File: src/cfgmp_pkg.sv
// constants and types for the configuration message port
package cfgmp_pkg;
  // ---------------------------------------------------------------
  // control tokens
  // ---------------------------------------------------------------
  localparam logic [7:0] TOK_WRITE     = 8'hc0;
  localparam logic [7:0] TOK_READ      = 8'hc1;
  localparam logic [7:0] TOK_OK        = 8'h03;
  localparam logic [7:0] TOK_FAIL      = 8'h04;
  localparam logic [7:0] TOK_END       = 8'h01;
  // ---------------------------------------------------------------
  // message layout, in bytes received after the opening token
  // ---------------------------------------------------------------
  localparam logic [3:0] DEST_END      = 4'h3;
  localparam logic [3:0] RD_LEN        = 4'h5;
  localparam logic [3:0] WR_LEN        = 4'h9;
  localparam logic [7:0] NO_REPLY_CHAN = 8'hff;
  localparam logic [2:0] RSP_LAST_SHORT = 3'h1;
  localparam logic [2:0] RSP_LAST_READ  = 3'h5;
  // ---------------------------------------------------------------
  // processor-status resource identifier
  // ---------------------------------------------------------------
  localparam logic [7:0] PS_RID_TAG    = 8'h0b;
  localparam int         PS_NUM_LSB    = 8;
  // ---------------------------------------------------------------
  // register spaces
  // ---------------------------------------------------------------
  localparam logic [1:0] SPACE_TILE    = 2'h0;
  localparam logic [1:0] SPACE_NODE    = 2'h1;
  localparam logic [1:0] SPACE_PS      = 2'h2;
  // ---------------------------------------------------------------
  // boot timing
  // ---------------------------------------------------------------
  localparam int         CLK_MHZ       = 50;
  localparam int         T_INIT_US     = 150;
  localparam int         INIT_CYC      = T_INIT_US * CLK_MHZ;
  localparam int         INIT_W        = 16;
  localparam int         BOOT_MODE_W   = 2;
  // ---------------------------------------------------------------
  // sequencer states
  // ---------------------------------------------------------------
  typedef enum logic [6:0] {
    ST_IDLE   = 7'h01,
    ST_HDR    = 7'h02,
    ST_DRAIN  = 7'h04,
    ST_ACC    = 7'h08,
    ST_REPLY  = 7'h10,
    ST_PS     = 7'h20,
    ST_PSDONE = 7'h40
  } cfgmp_state_e;
endpackage

File: src/cfgmp_boot.sv
// boot start sequencer after reset release
`timescale 1ns/10ps
`default_nettype none
module cfgmp_boot #(
  parameter int INIT_CYCLES = cfgmp_pkg::INIT_CYC
) (
  input  wire logic                               clk_i,
  input  wire logic                               reset_n_i,
  input  wire logic                               pll_lock_i,
  input  wire logic [cfgmp_pkg::BOOT_MODE_W-1:0]  boot_mode_i,
  output logic                                    boot_start_o,
  output logic                                    booted_o,
  output logic      [cfgmp_pkg::BOOT_MODE_W-1:0]  boot_mode_o
);
  import cfgmp_pkg::*;
  localparam logic [INIT_W-1:0] LAST_CNT = INIT_W'(INIT_CYCLES - 1);

  logic                   lock_s1_r;
  logic                   lock_s2_r;
  logic [BOOT_MODE_W-1:0] mode_s1_r;
  logic [BOOT_MODE_W-1:0] mode_s2_r;
  logic [INIT_W-1:0]      cnt_r;
  logic                   booted_r;
  logic                   start_r;
  logic [BOOT_MODE_W-1:0] mode_r;
  logic                   go;

  // ---------------------------------------------------------------
  // synchronisers
  // ---------------------------------------------------------------
  always_ff @(posedge clk_i or negedge reset_n_i) begin
    if (!reset_n_i) begin
      lock_s1_r <= 1'b0;
      lock_s2_r <= 1'b0;
      mode_s1_r <= '0;
      mode_s2_r <= '0;
    end else begin
      lock_s1_r <= pll_lock_i;
      lock_s2_r <= lock_s1_r;
      mode_s1_r <= boot_mode_i;
      mode_s2_r <= mode_s1_r;
    end
  end

  // ---------------------------------------------------------------
  // lock wait with deadline
  // ---------------------------------------------------------------
  assign go = !booted_r && (lock_s2_r || cnt_r == LAST_CNT);

  always_ff @(posedge clk_i or negedge reset_n_i) begin
    if (!reset_n_i) begin
      cnt_r    <= '0;
      booted_r <= 1'b0;
      start_r  <= 1'b0;
      mode_r   <= '0;
    end else begin
      start_r <= go;
      if (go) begin
        booted_r <= 1'b1;
        mode_r   <= mode_s2_r;
      end else if (!booted_r) begin
        cnt_r <= cnt_r + 1'b1;
      end
    end
  end

  assign boot_start_o = start_r;
  assign booted_o     = booted_r;
  assign boot_mode_o  = mode_r;
endmodule
`default_nettype wire

File: src/cfgmp_port.sv
// configuration register message port: token parser, access and reply
//
// Summary of operation
// - A write message is token 192, a 3-byte reply id, 2-byte register number, 4-byte data, token 1.
// - A read message is token 193, a 3-byte reply id, 2-byte register number, token 1.
// - A write is answered with tokens 3 and 1 on success or tokens 4 and 1 on failure.
// - A read is answered with token 3, the 4 data bytes and token 1, or with tokens 4 and 1 on failure.
// - Each message carries the upper 24 bits of the reply channel-end, used as reply destination.
// - A write whose reply id has all ones in its low byte gets no reply.
// - All multi-byte fields travel most significant byte first.
// - Processor-status registers are accessed a full word at a time, directly, outside the messages.
// - Boot starts no later than 150 us after reset is released.
// - After reset the clock multiplier lock is awaited, at most until the 150 us deadline, before boot starts in the selected mode.
`timescale 1ns/10ps
`default_nettype none
module cfgmp_port #(
  parameter int INIT_CYCLES = cfgmp_pkg::INIT_CYC
) (
  input  wire logic                               clk_i,
  input  wire logic                               reset_n_i,
  input  wire logic                               pll_lock_i,
  input  wire logic [cfgmp_pkg::BOOT_MODE_W-1:0]  boot_mode_i,
  output logic                                    boot_start_o,
  output logic                                    booted_o,
  output logic      [cfgmp_pkg::BOOT_MODE_W-1:0]  boot_mode_o,
  input  wire logic                               rx_valid_i,
  input  wire logic                               rx_ctrl_i,
  input  wire logic [7:0]                         rx_data_i,
  input  wire logic                               rx_node_i,
  output logic                                    rx_ready_o,
  output logic                                    tx_valid_o,
  output logic                                    tx_ctrl_o,
  output logic      [7:0]                         tx_data_o,
  output logic      [23:0]                        tx_dest_o,
  input  wire logic                               tx_ready_i,
  output logic                                    reg_req_o,
  output logic                                    reg_we_o,
  output logic      [1:0]                         reg_space_o,
  output logic      [15:0]                        reg_num_o,
  output logic      [31:0]                        reg_wdata_o,
  input  wire logic                               reg_ack_i,
  input  wire logic                               reg_ok_i,
  input  wire logic [31:0]                        reg_rdata_i,
  input  wire logic                               ps_req_i,
  input  wire logic                               ps_we_i,
  input  wire logic [31:0]                        ps_rid_i,
  input  wire logic [31:0]                        ps_wdata_i,
  output logic                                    ps_ready_o,
  output logic                                    ps_done_o,
  output logic                                    ps_ok_o,
  output logic      [31:0]                        ps_rdata_o
);
  import cfgmp_pkg::*;

  cfgmp_state_e st_r;
  logic [3:0]   cnt_r;
  logic         wr_r;
  logic         ok_r;
  logic [1:0]   space_r;
  logic [23:0]  dest_r;
  logic [15:0]  num_r;
  logic [31:0]  wd_r;
  logic [31:0]  rd_r;
  logic [2:0]   step_r;
  logic [8:0]   tok_r;
  logic         rx_fire;
  logic         tx_fire;
  logic         ps_fire;
  logic         tx_last;
  logic [3:0]   need;
  logic         is_end;
  logic         no_reply;

  // ---------------------------------------------------------------
  // boot sequencer
  // ---------------------------------------------------------------
  cfgmp_boot #(
    .INIT_CYCLES (INIT_CYCLES)
  ) u_boot (
    .clk_i        (clk_i),
    .reset_n_i    (reset_n_i),
    .pll_lock_i   (pll_lock_i),
    .boot_mode_i  (boot_mode_i),
    .boot_start_o (boot_start_o),
    .booted_o     (booted_o),
    .boot_mode_o  (boot_mode_o)
  );

  // ---------------------------------------------------------------
  // reply token sequence
  // ---------------------------------------------------------------
  function automatic logic [8:0] rsp_tok(input logic [2:0] s, input logic ok, input logic rd,
                                         input logic [31:0] w);
    logic [8:0] t;
    t = {1'b1, TOK_END};
    if (s == 3'h0) begin
      t = {1'b1, ok ? TOK_OK : TOK_FAIL};
    end else if (ok && rd) begin
      unique case (s)
        3'h1:    t = {1'b0, w[31:24]};
        3'h2:    t = {1'b0, w[23:16]};
        3'h3:    t = {1'b0, w[15:8]};
        3'h4:    t = {1'b0, w[7:0]};
        default: t = {1'b1, TOK_END};
      endcase
    end
    return t;
  endfunction

  assign ps_ready_o = st_r == ST_IDLE;
  assign ps_fire    = ps_req_i && ps_ready_o;
  assign rx_ready_o = (st_r == ST_IDLE && !ps_req_i) || st_r == ST_HDR || st_r == ST_DRAIN;
  assign rx_fire    = rx_valid_i && rx_ready_o;
  assign tx_valid_o = st_r == ST_REPLY;
  assign tx_fire    = tx_valid_o && tx_ready_i;
  assign tx_last    = step_r == ((ok_r && !wr_r) ? RSP_LAST_READ : RSP_LAST_SHORT);
  assign need       = wr_r ? WR_LEN : RD_LEN;
  assign is_end     = rx_ctrl_i && rx_data_i == TOK_END;
  assign no_reply   = wr_r && dest_r[7:0] == NO_REPLY_CHAN;

  // ---------------------------------------------------------------
  // message sequencer
  // ---------------------------------------------------------------
  always_ff @(posedge clk_i or negedge reset_n_i) begin
    if (!reset_n_i) begin
      st_r   <= ST_IDLE;
      cnt_r  <= '0;
      wr_r   <= 1'b0;
      ok_r   <= 1'b0;
      rd_r   <= '0;
      step_r <= '0;
      tok_r  <= '0;
    end else begin
      unique case (st_r)
        ST_IDLE: begin
          cnt_r <= '0;
          ok_r  <= 1'b0;
          if (ps_fire) begin
            wr_r <= ps_we_i;
            st_r <= (ps_rid_i[7:0] == PS_RID_TAG) ? ST_PS : ST_PSDONE;
          end else if (rx_fire) begin
            step_r <= '0;
            tok_r  <= {1'b1, TOK_FAIL};
            if (rx_ctrl_i && (rx_data_i == TOK_WRITE || rx_data_i == TOK_READ)) begin
              wr_r <= rx_data_i == TOK_WRITE;
              st_r <= ST_HDR;
            end else begin
              wr_r <= 1'b0;
              st_r <= is_end ? ST_REPLY : ST_DRAIN;
            end
          end
        end
        ST_HDR: begin
          if (rx_fire) begin
            if (rx_ctrl_i) begin
              if (is_end && cnt_r == need) begin
                st_r <= ST_ACC;
              end else begin
                st_r <= is_end ? ST_REPLY : ST_DRAIN;
              end
            end else if (cnt_r == need) begin
              st_r <= ST_DRAIN;
            end else begin
              cnt_r <= cnt_r + 1'b1;
            end
          end
        end
        ST_DRAIN: begin
          if (rx_fire && is_end) begin
            st_r <= ST_REPLY;
          end
        end
        ST_ACC: begin
          if (reg_ack_i) begin
            ok_r   <= reg_ok_i;
            rd_r   <= reg_rdata_i;
            step_r <= '0;
            tok_r  <= rsp_tok(3'h0, reg_ok_i, !wr_r, reg_rdata_i);
            st_r   <= no_reply ? ST_IDLE : ST_REPLY;
          end
        end
        ST_REPLY: begin
          if (tx_fire) begin
            step_r <= step_r + 1'b1;
            tok_r  <= rsp_tok(step_r + 1'b1, ok_r, !wr_r, rd_r);
            if (tx_last) begin
              st_r <= ST_IDLE;
            end
          end
        end
        ST_PS: begin
          if (reg_ack_i) begin
            ok_r <= reg_ok_i;
            rd_r <= reg_rdata_i;
            st_r <= ST_PSDONE;
          end
        end
        ST_PSDONE: begin
          st_r <= ST_IDLE;
        end
        default: begin
          st_r <= ST_IDLE;
        end
      endcase
    end
  end

  // ---------------------------------------------------------------
  // field capture, most significant byte first
  // ---------------------------------------------------------------
  always_ff @(posedge clk_i or negedge reset_n_i) begin
    if (!reset_n_i) begin
      dest_r  <= '0;
      num_r   <= '0;
      wd_r    <= '0;
      space_r <= SPACE_TILE;
    end else if (ps_fire) begin
      num_r   <= ps_rid_i[PS_NUM_LSB +: 16];
      wd_r    <= ps_wdata_i;
      space_r <= SPACE_PS;
    end else if (rx_fire && st_r == ST_IDLE) begin
      dest_r  <= '0;
      space_r <= rx_node_i ? SPACE_NODE : SPACE_TILE;
    end else if (rx_fire && st_r == ST_HDR && !rx_ctrl_i && cnt_r != need) begin
      if (cnt_r < DEST_END) begin
        dest_r <= {dest_r[15:0], rx_data_i};
      end else if (cnt_r < RD_LEN) begin
        num_r <= {num_r[7:0], rx_data_i};
      end else begin
        wd_r <= {wd_r[23:0], rx_data_i};
      end
    end
  end

  assign tx_ctrl_o   = tok_r[8];
  assign tx_data_o   = tok_r[7:0];
  assign tx_dest_o   = dest_r;
  assign reg_req_o   = st_r == ST_ACC || st_r == ST_PS;
  assign reg_we_o    = wr_r;
  assign reg_space_o = space_r;
  assign reg_num_o   = num_r;
  assign reg_wdata_o = wd_r;
  assign ps_done_o   = st_r == ST_PSDONE;
  assign ps_ok_o     = ok_r;
  assign ps_rdata_o  = rd_r;
endmodule
`default_nettype wire

File: config.mk
export PLATFORM = sky130hd
export DESIGN_NAME = cfgmp_port
export DESIGN_NICKNAME = d
export VERILOG_FILES = /design/src/cfgmp_pkg.sv /design/src/cfgmp_boot.sv /design/src/cfgmp_port.sv
export SDC_FILE = /design/constraint.sdc
export NUM_CORES = 1
export LEC_CHECK = 0
export ABC_AREA = 1
export BUFFER_PORTS_ARGS = -buffer_cell sky130_fd_sc_hd__buf_2
export CAP_MARGIN = 30
export CORE_MARGIN = 2
export CORE_UTILIZATION = 51
export DETAILED_ROUTE_END_ITERATION = 10
export PLACE_DENSITY = 0.79
export REMOVE_ABC_BUFFERS = 1
export SLEW_MARGIN = 20
export SYNTH_ARGS = -nofsm -noshare
export SYNTH_HDL_FRONTEND = slang
export SYNTH_SLANG_ARGS = --single-unit
export TNS_END_PERCENT = 30
File: constraint.sdc
create_clock -name clk_i -period 5.2 [get_ports clk_i]
set_clock_uncertainty 0.15 [all_clocks]
set_input_delay 0 -clock clk_i [delete_from_list [all_inputs] [get_ports clk_i]]
set_output_delay 0 -clock clk_i [all_outputs]
set_load 0.05 [all_outputs]
==> results of run 1 <==
## synth_stat cells, types with 6 or more instances
master	n	area, sq um
nand2_1	574	2150
dfrtp_1	156	3900
nand3_1	111	556
inv_1	71	267
nor2_1	37	139
clkbuf_1	25	93.8
nand4_1	25	156
o21ai_0	15	75.1
nor3_1	12	60.1
buf_2	10	50.1
ha_1	10	125
xor2_1	9	78.8
buf_4	7	52.6
xnor2_1	7	61.3
inv_2	6	22.5
nand2_2	6	37.5
## where the power goes
group | internal, uW | switching [uW] | total (uW) | leakage, uW
sequential | 1530 | 233 | 1760 | 0.00199
combinational | 735 | 2130 | 2860 | 0.00413
clock | 710 | 519 | 1230 | 0.000274
## kinds of logic (layout without fill, tap and decap cells)
group / after synthesis / in the layout / synth area share (%)
compound gates: 30 / 30 / 2.14
xor+xnor: 16 / 16 / 1.72
fa+ha+maj: 10 / 10 / 1.54
buf+inv: 120 / 501 / 6.01
flops: 157 / 157 / 48.3
simple gates: 786 / 786 / 40.3
## layout make-up
cell class                      count  area [sq um]  share of cell area [%]
Multi-Input combinational cell    842          3730                    32.2
Clock inverter                     13           141                    1.22
Clock buffer                       19           433                    3.73
Timing Repair Buffer              392          2800                    24.2
Tap cell                          216           270                    2.33
Inverter                           77           289                    2.49
Sequential cell                   157          3930                    33.9
## metal layers
metal	up-vias	track usage (%)
li1	4235	-
met1	4188	36.5
met2	462	51.5
met3	139	6.31
met4	0	17.9
met5	-	0
## repair_timing
| action | CTS | global route |
|---|---|---|
| hold buffers | 150 | 1 |
| resized for setup | 0 | 0 |
| endpoints found under the hold margin | 211 | 21 |
## registers in the layout (all words and copies together), names as in the netlist, 4 cells and up
signal / flops
cnt_r: 4
ps_rdata_o: 32
tx_dest_o: 24
st_r: 7
reg_num_o: 16
tok_r: 9
u_boot.cnt_r: 16
reg_wdata_o: 32
## critical path: stages (launching register included)
cell,delay (ps)
dfstp_2,560
nand2_1,70
nor2_2,170
nand3_2,360
buf_4,400
inv_2,90
buf_4,440
nand2_1,110
nand2_1,100
dlygate4sd3_1,570
nand2_1,80
nand2_1,80
## stage by stage
stage / instance area (sq um) / worst slack, ps / utilization, %
floorplan: 7940 / 1800 / -
global placement: 9420 / 2090 / 59.8
detailed placement: 9480 / 2060 / 60.1
CTS: 11600 / 2000 / 73.3
global route: 11600 / 1660 / 73.5
finish: 11600 / 1930 / 73.5
## worst paths after layout
check | start | endpoint | slack [ps] | cells after the start
max reg2reg | st_r[0] | reg_wdata_o[4] | 1930 | 11
min | reg_ack_i | ps_rdata_o[2] | 60 | 3
min reg2reg | u_boot.mode_s1_r[0] | u_boot.mode_s2_r[0] | 200 | 0
max | st_r[0] | reg_wdata_o[4] | 1930 | 11
max in group asynchronous | reset_n_i | reg_num_o[9] | 3540 | 4
min in group asynchronous | reset_n_i | tx_dest_o[13] | 370 | 3
==> impl_metrics.py, run 1 <==
metrics = {
    "floorplanning": {
        "start_util_pct": 51.6,
        "ioPinCount": 243,
        "die_area_sq_mm": 0.0170,
        "die_h_microns": 130,
        "fp.dieW_microns": 130,
        "core_area_sq_mm": 0.0158,
        "num_rows": 46,
    },
    "final_layout": {
        "diodes": 0,
        "final_cells": 1716,
        "fillers": 1156,
        "area_growth_pct": 42.4,
        "mostFrequentLayoutCells": "nand2_1, buf_2, dfrtp_1",
        "nets": 1614,
        "final_common_cell": "nand2_1",
        "layout-drive-gt1-share_pct": 20.1,
    },
    "detailed_routing": {
        "vias": 9024,
        "wl_met3_mm": 1.77,
        "dr_wl_met2_mm": 12.7,
        "ant_nets": 0,
        "drt_iter0_markers": 777,
        "top_layer": "met4",
        "first_pass_iters": 5,
        "post_drt_wl_per_cell_microns": 15.0,
        "drc_errors": 0,
        "vias_per_cell": 5.26,
        "drt-total-wl_mm": 25.8,
        "m1WireLength_mm": 9.85,
    },
    "clock_network": {
        "cts_tree": "yes",
        "clk_pin_slew_ps": 60,
        "clock_latency_ps": 430,
        "max-clock-path-buffers": 2,
        "cts_sinks": 157,
        "cts-root-buf": "clkbuf_16",
        "post_cts_buffers": 0,
        "cts_made_buffers": 17,
        "htreeDepth": 4,
    },
    "placed_design": {
        "placedCellCount": 1532,
        "hpwlAfterDp_mm": 15.1,
        "gp_congestion": 0.944,
        "port_buffers": 234,
    },
    "min_path": {
        "hold_path_class": "in -> reg",
    },
    "sta": {
        "slew_headroom_pct": 38.1,
        "final_hold_viol_count": 0,
        "fmax_mhz": 306,
        "hold_ws_ps": 56.8,
        "setup_violations": 0,
        "period_share_pct": 62.9,
        "maxSlewViolCount": 0,
        "grt_setup_unrepaired": "no",
        "tns_ps": 0,
        "tightest_slew_ps": 926,
        "min_period_ps": 3270,
    },
    "outcome": {
        "status": "completed",
    },
    "grt": {
        "grt_pass1_wl_mm": 40.8,
        "track_usage_pct": 30.6,
        "grt_pass1_vias": 8621,
        "overflow": 0,
        "grt_start_max_net_pins": 105,
        "antenna_found_initial": 0,
    },
    "setup_path": {
        "path_max_fanout": 51,
        "critical_path_class": "reg -> reg",
        "end_kind": "register",
        "required_ps": 5410,
        "start_kind": "register",
        "cp.arrival_ps": 3480,
    },
    "power": {
        "finalPower_uw": 5860,
        "peakVddDrop_v": 0.000359,
        "power.density_mw_per_mm2": 505,
        "p_leak_uw": 0.00640,
    },
    "synthesis": {
        "ys_async_sr_fraction_pct": 100,
        "synth_edf_count": 0,
        "syn_inst": 1119,
        "synth_ff_type": "dfrtp_1",
        "synth_cell_type_count": 34,
        "synth.yosys.warnings": 0,
        "syn_avg_cell_area_sq_um": 7.28,
        "syn_area_sq_mm": 0.00814,
        "ys_ff_latch": 157,
        "seq_area_frac_synth_pct": 48.3,
    },
    "run": {
        "maxCapViolations": 0,
    },
}
Power figures use the tool's default switching activity.
==> run 2, diff against run 1 <==
- CORE_UTILIZATION: 51 -> 47
- PLACE_DENSITY: 0.79 -> 0.77
- clock period: 5.2 -> 2.7 ns (I/O delays scaled with it)
==> impl_metrics.py, run 2 (same netlist as run 1, synthesis figures left out) <==
metrics = {
    "floorplanning": {
        "die_area_sq_mm": 0.0184,
        "start_util_pct": 47.6,
        "ioPinCount": 243,
        "die_h_microns": 136,
        "fp.dieW_microns": 136,
        "core_area_sq_mm": 0.0171,
        "num_rows": 48,
    },
    "clock_network": {
        "cts-root-buf": "clkbuf_16",
        "cts_tree": "yes",
        "cts_sinks": 157,
        "post_cts_buffers": 0,
        "max-clock-path-buffers": 2,
        "cts_made_buffers": 17,
        "clk_pin_slew_ps": 70,
        "clock_latency_ps": 430,
        "htreeDepth": 4,
    },
    "placed_design": {
        "port_buffers": 234,
        "hpwlAfterDp_mm": 15.3,
        "placedCellCount": 1551,
        "gp_congestion": 0.869,
    },
    "setup_path": {
        "crit_path_frequent_cell": "dlygate4sd3_1",
        "cp.arrival_ps": 2800,
        "end_kind": "register",
        "required_ps": 2910,
        "slowest_delay_ps": 560,
        "crit_chain": "inv_1 -> nand3_1 -> nor2_4 -> nand3_2 -> inv_2 -> nand4_1 -> dlygate4sd3_1 -> nand2_1 -> dlygate4sd3_1",
        "start_kind": "register",
        "path_max_fanout": 4,
        "critical_path_class": "reg -> reg",
        "crit_slowest_cell": "dlygate4sd3_1",
    },
    "final_layout": {
        "final_common_cell": "nand2_1",
        "layout-drive-gt1-share_pct": 20.9,
        "final_cells": 1743,
        "regArea_sq_mm": 0.00393,
        "mostFrequentLayoutCells": "nand2_1, buf_2, dlygate4sd3_1",
        "area_growth_pct": 44.8,
        "multiInputGateArea_sq_mm": 0.00375,
        "nets": 1630,
        "fillers": 1297,
    },
    "sta": {
        "slew_headroom_pct": 54.2,
        "fmax_mhz": 386,
        "period_share_pct": 96.0,
        "min_period_ps": 2590,
        "grt_setup_unrepaired": "yes",
        "tightest_slew_ps": 685,
        "final_hold_viol_count": 0,
        "tns_ps": 0,
        "setup_violations": 0,
        "hold_ws_ps": 74.7,
        "maxSlewViolCount": 0,
    },
    "grt": {
        "antenna_found_initial": 1,
        "grt_pass1_vias": 8920,
        "grt_start_max_net_pins": 61,
        "overflow": 0,
        "grt_pass1_wl_mm": 42.7,
        "track_usage_pct": 29.0,
    },
    "detailed_routing": {
        "ant_nets": 0,
        "vias": 9090,
        "drt_iter0_markers": 749,
        "post_drt_wl_per_cell_microns": 15.2,
        "drt-total-wl_mm": 26.5,
        "vias_per_cell": 5.22,
        "drc_errors": 0,
        "first_pass_iters": 5,
    },
    "power": {
        "finalPower_uw": 11500,
        "peakVddDrop_v": 0.000762,
        "power.density_mw_per_mm2": 975,
        "p_leak_uw": 0.00647,
    },
    "run": {
        "maxCapViolations": 0,
    },
    "min_path": {
        "hold_path_class": "in -> reg",
    },
    "outcome": {
        "status": "completed",
    },
}
-- run 2: path summary, 6_finish.rpt --
check | from | end | slack [ps] | cells past startpoint
max | st_r[4] | cnt_r[1] | 110 | 9
min | pll_lock_i | u_boot.lock_s1_r | 70 | 2
max reg2reg | st_r[4] | cnt_r[1] | 110 | 9
min reg2reg | u_boot.mode_s1_r[1] | u_boot.mode_s2_r[1] | 200 | 0
max in group asynchronous | reset_n_i | reg_num_o[6] | 1430 | 4
min in group asynchronous | reset_n_i | st_r[3] | 390 | 3
-- run 2: layout make-up --
| cell class | instances | share of cell area (%) |
|---|---|---|
| Tap cell | 225 | 2.39 |
| Sequential cell | 157 | 33.3 |
| Clock buffer | 19 | 3.84 |
| Inverter | 77 | 2.45 |
| Antenna cell | 2 | 0.0425 |
| Clock inverter | 13 | 1.29 |
| Multi-Input combinational cell | 842 | 31.8 |
| Timing Repair Buffer | 408 | 24.8 |
-- run 2: critical path, delay by kind of cell (launching register included) --
family                 cells  cell delay [ps]
and+or+nand+nor            5              610
buffers and inverters      4             1320
DFF                        1              460
-- run 2: what timing repair did --
item	in CTS	in global routing
hold buffers	158	0
endpoints found under the hold margin	266	0
setup endpoints to repair	0	11
resized for setup	0	7
-- run 2: stage by stage --
step,cell area (sq um),worst slack (ps),util (%)
6_report,11800,109,68.9
5_1_grt,11800,-1.45,68.9
4_1_cts,11800,80.4,68.7
3_5_place_dp,9550,412,55.8
3_3_place_gp,9550,456,55.8
2_1_floorplan,7940,-703,-
-- run 2: per-layer routing --
layer | routed length [microns] | up-vias | GRT usage, %
li1 | - | 4288 | -
met4 | 1230 | 0 | 13.4
met5 | 0 | - | 0
met1 | 10600 | 4271 | 35.8
met3 | 1460 | 108 | 5.27
met2 | 13200 | 423 | 49.4
-- run 2: power by group --
group	total (uW)	switching, uW	leakage [uW]	internal [uW]
clock	2470	1040	0.000281	1430
combinational	5610	4140	0.00420	1480
sequential	3410	458	0.00199	2950
==> run 3, diff against run 2 <==
- CORE_UTILIZATION: 47 -> 30
- PLACE_DENSITY: 0.77 -> not set
- RECOVER_POWER: not set -> 50
==> impl_metrics.py, run 3 (same netlist as run 1, synthesis figures left out) <==
metrics = {
    "placed_design": {
        "hpwlAfterDp_mm": 18.4,
        "placedCellCount": 1670,
        "port_buffers": 234,
        "gp_congestion": 0.894,
        "place_ws_ps": 289,
    },
    "setup_path": {
        "cp.arrival_ps": 2820,
        "critical_path_class": "reg -> reg",
        "crit_end": "cnt_r[1]",
        "startpoint": "st_r[0]",
        "ff2ff_setup_slack_ps": 100,
        "rr_endpoint": "cnt_r[1]",
        "r2r_cells": 8,
        "path_max_fanout": 7,
        "required_ps": 2920,
        "start_kind": "register",
        "worstReg2RegStart": "st_r[0]",
        "end_kind": "register",
    },
    "sta": {
        "period_share_pct": 96.5,
        "min_period_ps": 2600,
        "final_hold_viol_count": 0,
        "maxSlewViolCount": 0,
        "slew_headroom_pct": 34.2,
        "tns_ps": 0,
        "setup_violations": 0,
        "fmax_mhz": 384,
        "tightest_slew_ps": 986,
        "grt_setup_unrepaired": "yes",
        "fin_ws_ps": 95.6,
    },
    "final_layout": {
        "fin_util_pct": 43.8,
        "final_cells": 1861,
        "area_growth_pct": 44.2,
        "mostFrequentLayoutCells": "nand2_1, dlygate4sd3_1, dfrtp_1",
        "final_common_cell": "nand2_1",
        "layout-drive-gt1-share_pct": 13.0,
        "nets": 1633,
    },
    "clock_network": {
        "clock_latency_ps": 430,
        "cts_tree": "yes",
        "max-clock-path-buffers": 2,
        "clk_pin_slew_ps": 70,
        "cts_made_buffers": 17,
        "htreeDepth": 4,
        "post_cts_buffers": 0,
        "cts-root-buf": "clkbuf_16",
        "cts_sinks": 157,
    },
    "detailed_routing": {
        "first_pass_iters": 5,
        "vias": 8663,
        "drt-total-wl_mm": 27.2,
        "drc_errors": 0,
        "post_drt_wl_per_cell_microns": 14.6,
        "vias_per_cell": 4.66,
        "drt_iter0_markers": 597,
        "ant_nets": 0,
    },
    "floorplanning": {
        "fp.dieW_microns": 169,
        "num_rows": 60,
        "start_util_pct": 30.4,
        "core_area_sq_mm": 0.0268,
        "die_h_microns": 169,
        "ioPinCount": 243,
        "die_area_sq_mm": 0.0285,
    },
    "grt": {
        "grt_pass1_wl_mm": 44.8,
        "antenna_found_initial": 1,
        "track_usage_pct": 19.5,
        "overflow": 0,
        "grt_start_max_net_pins": 70,
        "grt_pass1_vias": 8616,
    },
    "power": {
        "finalPower_uw": 11300,
        "p_leak_uw": 0.00606,
        "power.density_mw_per_mm2": 959,
        "peakVddDrop_v": 0.000383,
    },
    "outcome": {
        "status": "completed",
    },
    "run": {
        "maxCapViolations": 0,
    },
    "min_path": {
        "hold_path_class": "in -> reg",
    },
}
-- run 3: cell types whose count changed in the layout (fill, tap and decap cells not counted), moves of 2 or more --
cell        delta
buf_2        -121
clkbuf_1     +121
buf_4          +3
inv_8          +3
buf_12         -2
bufinv_16      -2
clkbuf_8       -2
clkinv_8       +2
clkinvlp_4     -2
-- run 3: final cells by class --
cell class	instances	area, sq um
multi-input cells	842	3760
fillers	2759	15100
clock inverters	15	149
well taps	341	427
inverters	77	289
clock buffers	17	425
diodes	1	2.50
repair buffers	411	2760
flip-flops and latches	157	3930
-- run 3: worst min-delay path by stage --
stage	startpoint	endpoint	slack (ps)	cells after the start
finish	boot_mode_i[0]	u_boot.mode_s1_r[0]	100	2
global route	pll_lock_i	u_boot.lock_s1_r	80	2
CTS	pll_lock_i	u_boot.lock_s1_r	80	2
detailed placement	reset_n_i	u_boot.boot_mode_o[0]	-110	1
global placement	reset_n_i	reg_wdata_o[26]	-110	1
floorplan	reset_n_i	cnt_r[0]	-450	0
-- run 3: power breakdown --
part           internal [uW]  total [uW]  switching [uW]
Clock                   1230        2410            1180
Sequential              2950        3430             481
Combinational           1310        5420            4110
-- run 3: layer usage --
metal / vias up / global-route usage [%] / part of all wire [%]
met2: 299 / 33.4 / 47
met3: 17 / 5.19 / 7.8
met4: 0 / 4.42 / 1.1
li1: 4288 / - / -
met5: - / 0 / 0
met1: 4059 / 24.7 / 44
-- run 3: repair_timing --
item	CTS	global route
endpoints found under the setup margin	0	14
hold buffers	158	0
resized for setup	0	8
hold endpoints to repair	242	0
-- run 3: critical path, cell delays in order, from the launching register on --
cell	delay, ps
dfstp_2	560
nand2_1	70
nor2_2	220
nand3_2	150
nand3_4	140
nand4_1	100
dlygate4sd3_1	560
nand2_1	70
dlygate4sd3_1	530
-- run 3: per-stage QoR --
step,hold WS (ps),area (sq um)
3_3_place_gp,-110,9710
5_1_grt,82.4,11700
4_1_cts,77.1,11900
3_5_place_dp,-105,9710
2_1_floorplan,-446,7940
6_report,99.3,11700
